## src/pid_pkg.sv

```systemverilog
/*
  constants for the closed-loop frequency regulator: setting codes, terminal
  function codes, scaling figures and timing counts.
  assumes percentages are carried in 0.1 % steps and frequencies in 0.01 Hz.
*/
package pid_pkg;

  ////////////////////////////////////////////////////////////////////////////
  // setting codes
  localparam logic [15:0] NO_FUNC        = 16'h270f;  // 9999: function off / terminal source
  localparam logic [7:0]  ACT_OFF        = 8'h00;     // ordinary operation
  localparam logic [7:0]  ACT_REVERSE    = 8'h14;     // 20: reverse action
  localparam logic [7:0]  ACT_FORWARD    = 8'h15;     // 21: forward action
  localparam logic [7:0]  IN_FN_LOOP_SEL = 8'h0e;     // 14: loop-select input
  localparam logic [7:0]  SP_RANGE_5V_A  = 8'h01;     // 0 to 5 V set point
  localparam logic [7:0]  SP_RANGE_5V_B  = 8'h0b;     // 11: also 0 to 5 V
  localparam logic [7:0]  MEAS_4_20MA    = 8'h00;     // 4 to 20 mA
  localparam logic [7:0]  MEAS_1_5V      = 8'h01;     // 1 to 5 V
  localparam logic [7:0]  MEAS_2_10V     = 8'h02;     // 2 to 10 V

  ////////////////////////////////////////////////////////////////////////////
  // output terminal function codes
  localparam logic [7:0]  OUT_FN_LOWER   = 8'h0e;     // 14 lower limit
  localparam logic [7:0]  OUT_FN_UPPER   = 8'h0f;     // 15 upper limit
  localparam logic [7:0]  OUT_FN_ROT     = 8'h10;     // 16 rotation direction
  localparam logic [7:0]  OUT_FN_ACTIVE  = 8'h2f;     // 47 loop active
  localparam logic [7:0]  OUT_FN_SLEEP   = 8'h46;     // 70 output interruption
  localparam logic [7:0]  OUT_INVERT     = 8'h64;     // 100: added for negative logic

  ////////////////////////////////////////////////////////////////////////////
  // scaling: adc codes are 10 bit, full code = 10 V or 20 mA
  localparam logic [15:0] PCT_FULL       = 16'h03e8;  // 100.0 %
  localparam logic [9:0]  OFS_ZERO       = 10'h000;   // span starts at 0
  localparam logic [9:0]  OFS_4MA        = 10'h0cd;   // 4 mA or 2 V
  localparam logic [9:0]  OFS_1V         = 10'h066;   // 1 V
  localparam logic [15:0] GAIN_SP_5V     = 16'h07d0;  // 1000/512 in q10
  localparam logic [15:0] GAIN_SP_10V    = 16'h03e8;  // 1000/1024 in q10
  localparam logic [15:0] GAIN_4MA       = 16'h04e2;  // 1000/819 in q10
  localparam logic [15:0] GAIN_1V        = 16'h09c4;  // 1000/410 in q10
  localparam int          SCALE_SHIFT    = 10;

  ////////////////////////////////////////////////////////////////////////////
  // regulator figures
  localparam logic [15:0] FREQ_MAX       = 16'h9c40;  // 400.00 Hz
  localparam logic [15:0] CANCEL_OFFSET  = 16'h2710;  // 1000.0 %
  localparam int          GAIN_SHIFT     = 8;         // gains are q8
  localparam logic signed [39:0] I_LIM   = 40'sh00_00ff_ffff;

  ////////////////////////////////////////////////////////////////////////////
  // timing: interruption time counts in whole seconds
  localparam int          CLK_HZ         = 32'h05f5_e100;  // 100 MHz
  localparam int          SEC_TIME_S     = 1;
  localparam int          SEC_CYCLES     = SEC_TIME_S * CLK_HZ;

  localparam int          N_IN           = 5;
  localparam int          N_OUT          = 3;

endpackage

```

## src/pct_scaler.sv

```systemverilog
/*
  maps an adc code onto 0..100.0 % by removing an offset and applying a q10
  gain, then clamping at full scale.
  assumes a 10 bit code from a converter on the same clock.
*/
`timescale 1ns/1ns
module pct_scaler (
  // conversion
  input  wire logic [9:0]  code,
  input  wire logic [9:0]  offset,
  input  wire logic [15:0] gain,
  // result
  output logic      [15:0] pct
);

  logic [9:0]  above;    // code above the span start
  logic [25:0] prod;     // scaled product
  logic [15:0] quot;     // percentage before clamp

  // codes below the span start read as 0 %
  assign above = (code > offset) ? code - offset : 10'h000;
  assign prod  = 26'(above) * 26'(gain);
  assign quot  = prod[pid_pkg::SCALE_SHIFT +: 16];
  // clamp above full scale
  assign pct   = (quot > pid_pkg::PCT_FULL) ? pid_pkg::PCT_FULL : quot;

endmodule

```

## src/term_mapper.sv

```systemverilog
/*
  drives one output terminal from the status flags according to its function
  code; codes of 100 and above give the same function with inverted level.
  assumes flag levels come from registers on the same clock.
*/
`timescale 1ns/1ns
module term_mapper (
  // selection
  input  wire logic [7:0] fn_code,
  // flags: lower, upper, rotation, active, sleep
  input  wire logic [4:0] flags,
  // terminal level
  output logic            level
);

  // strip the inversion offset from a code
  function automatic logic [7:0] base_of(input logic [7:0] c);
    base_of = (c >= pid_pkg::OUT_INVERT) ? 8'(c - pid_pkg::OUT_INVERT) : c;
  endfunction

  logic [7:0] base;   // function without polarity
  logic       inv;    // negative logic wanted
  logic       raw;    // selected flag

  assign base = base_of(fn_code);
  assign inv  = fn_code >= pid_pkg::OUT_INVERT;
  // unknown codes leave the terminal off, or on when the code is inverted
  assign raw  = (base == pid_pkg::OUT_FN_LOWER)  ? flags[0] :
                (base == pid_pkg::OUT_FN_UPPER)  ? flags[1] :
                (base == pid_pkg::OUT_FN_ROT)    ? flags[2] :
                (base == pid_pkg::OUT_FN_ACTIVE) ? flags[3] :
                (base == pid_pkg::OUT_FN_SLEEP)  ? flags[4] : 1'b0;
  assign level = raw ^ inv;  // [RL17]

endmodule

```

## src/pid_loop.sv

```systemverilog
/*
  closed-loop frequency regulator with set-point and measured-value scaling,
  forward or reverse action, output interruption and status terminals.
  assumes adc codes, frequency command, run state and control tick come from
  logic on mclk; input terminals are pins and are synchronised here.
*/
// Overview of operation
// (RL1) regulate only with action codes 20 or 21
// (RL2) assigned loop-select input gates regulation
// (RL3) unassigned input: action code alone decides
// (RL4) otherwise plain frequency command passes through
// (RL5) deviation is set point minus measured value
// (RL6) reverse: positive deviation raises frequency
// (RL7) forward: negative deviation raises frequency
// (RL8) output is sum of P, I, D
// (RL9) stored 9999 selects analog set point
// (RL10) set-point span 0-5V or 0-10V
// (RL11) measured span 4-20mA, 1-5V or 2-10V
// (RL12) upper flag when measured exceeds upper value
// (RL13) lower flag when measured below lower value
// (RL14) rotation flag high for forward running
// (RL15) loop-active flag high while regulating
// (RL16) sleep flag high during output interruption
// (RL17) codes from 100 invert terminal polarity
// (RL18) thermal level set blocks analog set point
// (RL19) low output past interruption time stops output
// (RL20) deviation at cancel minus 1000% resumes
// (RL21) action code chooses correction sign
// (RL22) everything updates once per control tick; terminals register every mclk, interruption can end between ticks
`timescale 1ns/1ns
module pid_loop #(
  parameter int SEC_CYCLES = pid_pkg::SEC_CYCLES
) (
  // clock and reset
  input  wire logic                  mclk,
  input  wire logic                  arst_n,
  input  wire logic                  ctrl_tick,
  // settings
  input  wire logic [7:0]            action_select_setting,
  input  wire logic [15:0]           stored_setpoint_value,
  input  wire logic [15:0]           upper_limit_value,
  input  wire logic [15:0]           lower_limit_value,
  input  wire logic [7:0]            setpoint_range_setting,
  input  wire logic [7:0]            measured_range_setting,
  input  wire logic [15:0]           thermal_protection_level,
  input  wire logic [15:0]           interruption_time_setting,
  input  wire logic [15:0]           interruption_level_setting,
  input  wire logic [15:0]           interruption_cancel_setting,
  input  wire logic [15:0]           kp_gain,
  input  wire logic [15:0]           ki_gain,
  input  wire logic [15:0]           kd_gain,
  input  wire logic [4:0][7:0]       input_function_select,
  input  wire logic [2:0][7:0]       output_function_select,
  // terminals and drive state
  input  wire logic [4:0]            input_terminal,
  input  wire logic [9:0]            setpoint_adc,
  input  wire logic [9:0]            measured_adc,
  input  wire logic [15:0]           freq_command,
  input  wire logic                  run_forward,
  // results
  output logic      [15:0]           freq_out,
  output logic signed [15:0]         deviation,
  output logic      [15:0]           setpoint_pct,
  output logic      [15:0]           measured_pct,
  // status
  output logic                       loop_active,
  output logic                       upper_limit_flag,
  output logic                       lower_limit_flag,
  output logic                       rotation_direction_flag,
  output logic                       sleep_flag,
  output logic      [2:0]            output_terminal
);

  ////////////////////////////////////////////////////////////////////////////
  // input terminal synchroniser
  logic [4:0] in_meta_ff;   // first stage, read only by the second
  logic [4:0] in_sync_ff;   // usable terminal levels

  // two flops before any logic looks at a pin
  always_ff @(posedge mclk or negedge arst_n) begin
    if (!arst_n) begin
      in_meta_ff <= 5'h00;
      in_sync_ff <= 5'h00;
    end else begin
      in_meta_ff <= input_terminal;
      in_sync_ff <= in_meta_ff;
    end
  end

  ////////////////////////////////////////////////////////////////////////////
  // loop enable decode
  logic [4:0] sel_assigned;  // terminal carries loop select
  logic [4:0] sel_on;        // that terminal is asserted
  logic       sel_any;       // some terminal carries it
  logic       act_sel;       // action code selects regulation
  logic       act_rev;       // reverse action chosen
  logic       reg_en;        // regulation runs this tick

  for (genvar i = 0; i < pid_pkg::N_IN; i++) begin : g_in
    assign sel_assigned[i] = input_function_select[i] == pid_pkg::IN_FN_LOOP_SEL;
    assign sel_on[i]       = sel_assigned[i] & in_sync_ff[i];
  end

  assign sel_any = |sel_assigned;
  assign act_rev = action_select_setting == pid_pkg::ACT_REVERSE;  // [RL21]
  assign act_sel = act_rev | (action_select_setting == pid_pkg::ACT_FORWARD);  // [RL1]
  // with no terminal assigned the action code alone decides
  assign reg_en  = act_sel & (!sel_any | (|sel_on));  // [RL2] [RL3]

  ////////////////////////////////////////////////////////////////////////////
  // input scaling
  logic [15:0] sp_analog;   // analog set point in 0.1 %
  logic [15:0] pv_pct;      // measured value in 0.1 %
  logic        sp_5v;       // set-point span is 0 to 5 V
  logic [9:0]  pv_ofs;      // measured span start
  logic [15:0] pv_gain;     // measured span gain
  logic [15:0] sp_gain;     // set-point span gain

  assign sp_5v   = (setpoint_range_setting == pid_pkg::SP_RANGE_5V_A) |
                   (setpoint_range_setting == pid_pkg::SP_RANGE_5V_B);
  assign sp_gain = sp_5v ? pid_pkg::GAIN_SP_5V : pid_pkg::GAIN_SP_10V;  // [RL10]
  // 4-20 mA and 2-10 V share offset and span on the full-scale code
  assign pv_ofs  = (measured_range_setting == pid_pkg::MEAS_1_5V) ? pid_pkg::OFS_1V :
                   pid_pkg::OFS_4MA;  // [RL11]
  assign pv_gain = (measured_range_setting == pid_pkg::MEAS_1_5V) ? pid_pkg::GAIN_1V :
                   pid_pkg::GAIN_4MA;  // [RL11]

  pct_scaler u_sp_scale (
    .code   (setpoint_adc),
    .offset (pid_pkg::OFS_ZERO),
    .gain   (sp_gain),
    .pct    (sp_analog)
  );

  pct_scaler u_pv_scale (
    .code   (measured_adc),
    .offset (pv_ofs),
    .gain   (pv_gain),
    .pct    (pv_pct)
  );

  ////////////////////////////////////////////////////////////////////////////
  // set-point source and deviation
  logic        sp_from_term;  // analog terminal supplies the set point
  logic [15:0] sp_stored;     // stored value clamped to full scale
  logic [15:0] sp_sel;        // chosen set point
  logic signed [15:0] nxt_dev;

  // thermal level in use takes the terminal away
  assign sp_from_term = (stored_setpoint_value == pid_pkg::NO_FUNC) &
                        (thermal_protection_level == pid_pkg::NO_FUNC);  // [RL9] [RL18]
  assign sp_stored    = (stored_setpoint_value == pid_pkg::NO_FUNC) ? 16'h0000 :
                        (stored_setpoint_value > pid_pkg::PCT_FULL) ? pid_pkg::PCT_FULL :
                        stored_setpoint_value;
  assign sp_sel       = sp_from_term ? sp_analog : sp_stored;  // [RL9]
  assign nxt_dev      = $signed(sp_sel) - $signed(pv_pct);  // [RL5]

  ////////////////////////////////////////////////////////////////////////////
  // regulator terms
  logic signed [16:0] err;       // deviation with action sign
  logic signed [16:0] derr;      // change of signed deviation
  logic signed [39:0] p_term;
  logic signed [39:0] i_sum;
  logic signed [39:0] nxt_i;
  logic signed [39:0] d_term;
  logic signed [39:0] mv_sum;
  logic signed [39:0] mv;
  logic [15:0]        pid_freq;  // regulated frequency before interruption
  logic signed [15:0] dev_ff;    // deviation of the last tick
  logic signed [39:0] i_acc_ff;  // integral accumulator

  // reverse keeps the sign, forward flips it
  assign err    = act_rev ? 17'(nxt_dev) : -17'(nxt_dev);  // [RL6] [RL7]
  assign derr   = act_rev ? 17'(nxt_dev) - 17'(dev_ff) : 17'(dev_ff) - 17'(nxt_dev);
  assign p_term = 40'(err) * 40'($signed({1'b0, kp_gain}));
  assign i_sum  = i_acc_ff + 40'(err) * 40'($signed({1'b0, ki_gain}));
  // integrator saturates to avoid wind-up wrap
  assign nxt_i  = (i_sum > pid_pkg::I_LIM) ? pid_pkg::I_LIM :
                  (i_sum < -pid_pkg::I_LIM) ? -pid_pkg::I_LIM : i_sum;
  assign d_term = 40'(derr) * 40'($signed({1'b0, kd_gain}));
  assign mv_sum = p_term + nxt_i + d_term;  // [RL8]
  assign mv     = mv_sum >>> pid_pkg::GAIN_SHIFT;
  assign pid_freq = (mv < 0) ? 16'h0000 :
                    (mv > 40'(pid_pkg::FREQ_MAX)) ? pid_pkg::FREQ_MAX : mv[15:0];

  ////////////////////////////////////////////////////////////////////////////
  // output interruption decisions
  logic        sleep_on;      // interruption function in use
  logic        below_lvl;     // regulated output under the level
  logic        time_up;       // low longer than the set time
  logic signed [16:0] cancel_lvl;
  logic        cancel_hit;    // deviation reached the cancel level
  logic [15:0] low_secs_ff;   // whole seconds spent below the level
  logic        sleep_ff;      // output interruption in effect

  assign sleep_on   = interruption_time_setting != pid_pkg::NO_FUNC;  // [RL16]
  assign below_lvl  = pid_freq < interruption_level_setting;
  assign time_up    = low_secs_ff > interruption_time_setting;  // [RL19]
  assign cancel_lvl = 17'(interruption_cancel_setting) - 17'(pid_pkg::CANCEL_OFFSET);
  assign cancel_hit = 17'(nxt_dev) >= cancel_lvl;  // [RL20]

  ////////////////////////////////////////////////////////////////////////////
  // second counter for the interruption timer
  logic [31:0] sec_cnt_ff;
  logic        sec_pulse;

  assign sec_pulse = sec_cnt_ff == 32'(SEC_CYCLES - 1);

  always_ff @(posedge mclk or negedge arst_n) begin
    if (!arst_n) begin
      sec_cnt_ff <= 32'h0000_0000;
    end else if (sec_pulse) begin
      sec_cnt_ff <= 32'h0000_0000;
    end else begin
      sec_cnt_ff <= sec_cnt_ff + 32'h0000_0001;
    end
  end

  // count seconds only while regulated output sits low and awake
  always_ff @(posedge mclk or negedge arst_n) begin
    if (!arst_n) begin
      low_secs_ff <= 16'h0000;
    end else if (!(reg_en & sleep_on & below_lvl) | sleep_ff) begin
      low_secs_ff <= 16'h0000;
    end else if (sec_pulse & (low_secs_ff != 16'hffff)) begin
      low_secs_ff <= low_secs_ff + 16'h0001;  // [RL19]
    end
  end

  ////////////////////////////////////////////////////////////////////////////
  // interruption state
  typedef enum logic [0:0] {AWAKE, ASLEEP} sleep_e;
  sleep_e      state_ff;
  sleep_e      nxt_state;

  assign sleep_ff = state_ff == ASLEEP;

  always_comb begin
    nxt_state = state_ff;
    case (state_ff)
      AWAKE: begin
        if (ctrl_tick & reg_en & sleep_on & time_up) begin
          nxt_state = ASLEEP;  // [RL19]
        end
      end
      ASLEEP: begin
        // leaving regulation or the function ends interruption at once
        if (!reg_en | !sleep_on) begin
          nxt_state = AWAKE;
        end else if (ctrl_tick & cancel_hit) begin
          nxt_state = AWAKE;  // [RL20]
        end
      end
      default: nxt_state = AWAKE;
    endcase
  end

  always_ff @(posedge mclk or negedge arst_n) begin
    if (!arst_n) begin
      state_ff <= AWAKE;
    end else begin
      state_ff <= nxt_state;
    end
  end

  ////////////////////////////////////////////////////////////////////////////
  // per-tick results
  logic [15:0]        sp_ff;
  logic [15:0]        pv_ff;
  logic [15:0]        freq_ff;
  logic [15:0]        nxt_freq;
  logic [4:0]         flags_ff;   // lower, upper, rotation, active, sleep
  logic [4:0]         nxt_flags;
  logic [2:0]         term_lvl;
  logic [2:0]         term_ff;

  // plain command outside regulation, zero while interrupted
  assign nxt_freq = !reg_en ? freq_command :
                    sleep_ff ? 16'h0000 : pid_freq;  // [RL4]

  assign nxt_flags[0] = act_sel & (lower_limit_value != pid_pkg::NO_FUNC) &
                        (pv_pct < lower_limit_value);  // [RL13]
  assign nxt_flags[1] = act_sel & (upper_limit_value != pid_pkg::NO_FUNC) &
                        (pv_pct > upper_limit_value);  // [RL12]
  assign nxt_flags[2] = run_forward & (nxt_freq != 16'h0000);  // [RL14]
  assign nxt_flags[3] = reg_en;  // [RL15]
  assign nxt_flags[4] = sleep_ff & sleep_on;  // [RL16]

  // one update per control tick
  always_ff @(posedge mclk or negedge arst_n) begin
    if (!arst_n) begin
      dev_ff   <= 16'sh0000;
      sp_ff    <= 16'h0000;
      pv_ff    <= 16'h0000;
      freq_ff  <= 16'h0000;
      flags_ff <= 5'h00;
    end else if (ctrl_tick) begin
      dev_ff   <= nxt_dev;  // [RL22]
      sp_ff    <= sp_sel;
      pv_ff    <= pv_pct;
      freq_ff  <= nxt_freq;
      flags_ff <= nxt_flags;
    end
  end

  // integrator is cleared outside regulation and held while asleep
  always_ff @(posedge mclk or negedge arst_n) begin
    if (!arst_n) begin
      i_acc_ff <= 40'sh00_0000_0000;
    end else if (ctrl_tick & !reg_en) begin
      i_acc_ff <= 40'sh00_0000_0000;  // [RL4]
    end else if (ctrl_tick & !sleep_ff) begin
      i_acc_ff <= nxt_i;  // [RL8]
    end
  end

  ////////////////////////////////////////////////////////////////////////////
  // output terminals
  for (genvar j = 0; j < pid_pkg::N_OUT; j++) begin : g_out
    term_mapper u_map (
      .fn_code (output_function_select[j]),
      .flags   (flags_ff),
      .level   (term_lvl[j])
    );
  end

  always_ff @(posedge mclk or negedge arst_n) begin
    if (!arst_n) begin
      term_ff <= 3'h0;
    end else begin
      term_ff <= term_lvl;  // [RL17]
    end
  end

  assign freq_out                = freq_ff;
  assign deviation               = dev_ff;
  assign setpoint_pct            = sp_ff;
  assign measured_pct            = pv_ff;
  assign lower_limit_flag        = flags_ff[0];
  assign upper_limit_flag        = flags_ff[1];
  assign rotation_direction_flag = flags_ff[2];
  assign loop_active             = flags_ff[3];
  assign sleep_flag              = flags_ff[4];
  assign output_terminal         = term_ff;
endmodule

```

## config.mk

```make
export PLATFORM = sky130hd
export DESIGN_NAME = pid_loop
export DESIGN_NICKNAME = d
export VERILOG_FILES = /design/src/pid_pkg.sv /design/src/pct_scaler.sv /design/src/term_mapper.sv /design/src/pid_loop.sv
export SDC_FILE = /design/constraint.sdc
export NUM_CORES = 2
export LEC_CHECK = 0
export BUFFER_PORTS_ARGS = -buffer_cell sky130_fd_sc_hd__buf_2
export CORE_MARGIN = 1.5
export CORE_UTILIZATION = 45
export CTS_BUF_LIST = sky130_fd_sc_hd__clkbuf_16
export CTS_CLUSTER_DIAMETER = 40
export DETAILED_ROUTE_END_ITERATION = 7
export GPL_ROUTABILITY_DRIVEN = 1
export SKIP_LAST_GASP = 1
export SYNTH_ARGS = -nofsm -noshare
export SYNTH_HDL_FRONTEND = slang
export SYNTH_SLANG_ARGS = --single-unit
export TNS_END_PERCENT = 100
```

## constraint.sdc

```tcl
create_clock -name mclk -period 17.95 [get_ports mclk]
set_input_delay 3.59 -clock mclk [delete_from_list [all_inputs] [get_ports mclk]]
set_output_delay 3.59 -clock mclk [all_outputs]
set_load 0.02 [all_outputs]
```

==> summary.md <==
| Metric | Value |
|---|---|
| # DRC | 0 |
| Clk buf depth | 2 |
| Yosys top cell area share | 40.8% |
| Mapped Area | 55500 um2 |
| Final non-filler cell total | 9015 |
| Yosys warning count | 0 |
| Final hold viol count | 0 |
| Max-slew violation count | 0 |
| Post-DRT Antenna Nets | 0 |
| Post-synth EDFFs | 0 |
| RSZ-0062 raised after global routing | yes |
| CTS root buf | clkbuf_16 |
| Iter 0 DRT Violations | 2736 |
| Max cap viols | 0 |
| Clock slew at reported path FFs | 90 ps |
| Crit-path slowest cell | or4_4 |
| Worst-Margin Slew | 1020 ps |
| Post-layout min period | 27470 ps |
| Starting Density | 45.5% |
| DIE AREA | 126000 um2 |
| Largest net degree at the start of global routing | 107 |
| Cell area after layout | 69400 um2 |
| Fin nets | 9290 |
| Clock sink count | 167 |
| Clock Skew | 35.5 ps |
| Yosys reg bits | 167 |
| Width of the die | 354 um |
| CTS tree | done |
| Rows | 128 |
| I/O pin cnt | 365 |
| CTS buffer count | 17 |
| Worst EP arrival | 27930 ps |
| Routed wire per std cell | 19.1 um |
| First-pass GRT wire length | 279000 um |
| Die Ht | 354 um |
| Worst-path fanout max | 7 |
| Buf+Inv Stages, Crit Path | 23 |
| Number of vias per cell | 5.15 |
| DP Area | 66800 um2 |
| Gr usage total | 28.5% |
| Core Util, Final | 56.9% |
| Max-slew headroom | 31.9% |
| Clock Latency Late Sink | 550 ps |
| Most used DFF post-synth | dfrtp_1 |
| CP top delay family | adder cells |
| Max stage delay on crit path | 660 ps |
| Final WS setup | -9520 ps |
| H-tree depth | 4 |
| DRT Pass-1 Iters | 6 |
| Port bufs | 360 |
| Fmax | 0.0364 GHz |
| Post-synth cell types | 97 |
| CP Capture Type | flip-flop |
| Synth top area cells | fa_1 (41%), ha_1 (11%), inv_1 (9.8%) |
| Failing checks | negative setup slack |
| Synth cell count leaders | inv_1 (1444), fa_1 (1132), nand2_1 (653), ha_1 (507), and2_1 (382) |
| Final wirelength | 172000 um |
| Async set-or-reset flop fraction in the synthesized netlist | 100% |
| Via count | 46.5k |
| Hpwl dp | 150000 um |
| Synth Instances | 6222 |
| Initial antenna violation count | 25 |
| Most common cell in the synthesized netlist | inv_1 |
| Hold Path Class | flip-flop to flip-flop |
| Cells after DPL | 8902 |
| CP Class | input pin to flip-flop |
| Grt total ovfl | 0 |
| Number of global-route vias before repair | 49.5k |
| Sequential share of the synthesized area | 7.53% |
| Critical path's most frequent cell | fa_1 |
| Worst hold slack | 356 ps |
| Synthesis-to-finish area growth | 25.0% |
| Required @ worst endpoint | 18420 ps |
| Crit share post-route | 153% |
| Status | finished with violations |
| Core region area | 122000 um2 |
| Final Setup Violations | 73 |
| Share of cells above drive strength 1 | 23.7% |
| Area leader, netlist | fa_1 |
| Startpoint types | input pin |
| Avg Inst Size Synth | 8.92 um2 |
| Routability congestion estimate | 0.985 |
[path summary, 6_finish.rpt]
path	start	endpoint	slack, ps	cells past startpoint
setup / recovery	measured_range_setting[0]	low_secs_ff[14]$_DFFE_PN0P_	-9520	103
hold / removal	in_meta_ff[4]$_DFF_PN0_	in_sync_ff[4]$_DFF_PN0_	360	0
setup reg to reg	i_acc_ff[10]$_DFFE_PN0P_	low_secs_ff[14]$_DFFE_PN0P_	2760	53
hold reg to reg	in_meta_ff[4]$_DFF_PN0_	in_sync_ff[4]$_DFF_PN0_	360	0
max in group asynchronous	arst_n	deviation[5]$_DFFE_PN0P_	13280	2
min in group asynchronous	arst_n	setpoint_pct[15]$_DFFE_PN0P_	3130	1
[worst reg2reg max path, delay by kind of cell, from the launching register on]
kind                       cells  cell delay [ps]
adders and majority gates     15             6690
and+or+nand+nor               12             3710
AOI/OAI and AO/OA             15             3150
buffers and inverters         10              970
DFF                            1              370
xor gates and xnor gates       1              250
[metal layers]
metal,share of wire [%],vias to the layer above,global-route usage [%]
met5,0.052,-,0
met4,2.8,12,7.67
met3,6.2,220,4.59
met2,46,1222,45.2
met1,45,23600,40.4
li1,-,21400,-
[layout make-up]
class	instances	area, um2
fill	11100	52700
multi-input combinational	4394	47300
timing repair buffer	1331	9750
inverter	1447	5460
sequential	167	4180
tap	1625	2030
clock buffer	17	425
clock inverter	15	179
antenna	19	47.5
[flip-flops by register name, indices dropped and copies added (netlist names)]
name / flops
flags_ff: 5
measured_pct: 12
deviation: 16
low_secs_ff: 16
sleep_ff: 1
setpoint_pct: 16
i_acc_ff: 40
in_sync_ff: 5
in_meta_ff: 5
freq_out: 16
sec_cnt_ff: 32
output_terminal: 3
[layout by cell type, fill, tap and decap left out, types with 128 or more instances in the layout]
master   netlist  layout
a21oi_1      203     152
and2_1       382     373
buf_2          3     355
buf_4          4     906
dfrtp_1      167     167
fa_1        1132    1118
ha_1         507     471
inv_1       1444    1402
nand2_1      653     628
nor2_1       219     205
xnor2_1      148     128
[metrics by stage]
stage	setup slack, ps	setup TNS, ps
after floorplan	-8960	-319410
after global routing	-10440	-414050
after global placement	-10580	-439480
after CTS	-9400	-356510
final	-9520	-358950
after detailed placement	-10860	-454100
[cell families after synthesis]
family	count (synthesis)	synth area share (%)
and+or+nand+nor	1725	15.6
other	2	0.0135
DFF	167	7.53
muxes	30	0.575
buffers and inverters	1689	11.5
AOI/OAI and AO/OA	741	8.86
adders and majority gates	1639	52.2
xor gates and xnor gates	229	3.70
[repair_timing]
action                                  in CTS  in global routing
gates resized for setup                    166                146
pin swaps                                   52                158
hold buffers                                 0                  0
gates cloned                                 4                  3
endpoints found under the setup margin      73                 73
buffers inserted                            39                 31
hold endpoints to repair                     0                  0
Power is not shown: default switching activity piles up to over one toggle a cycle in this logic, so the estimate is an artifact.
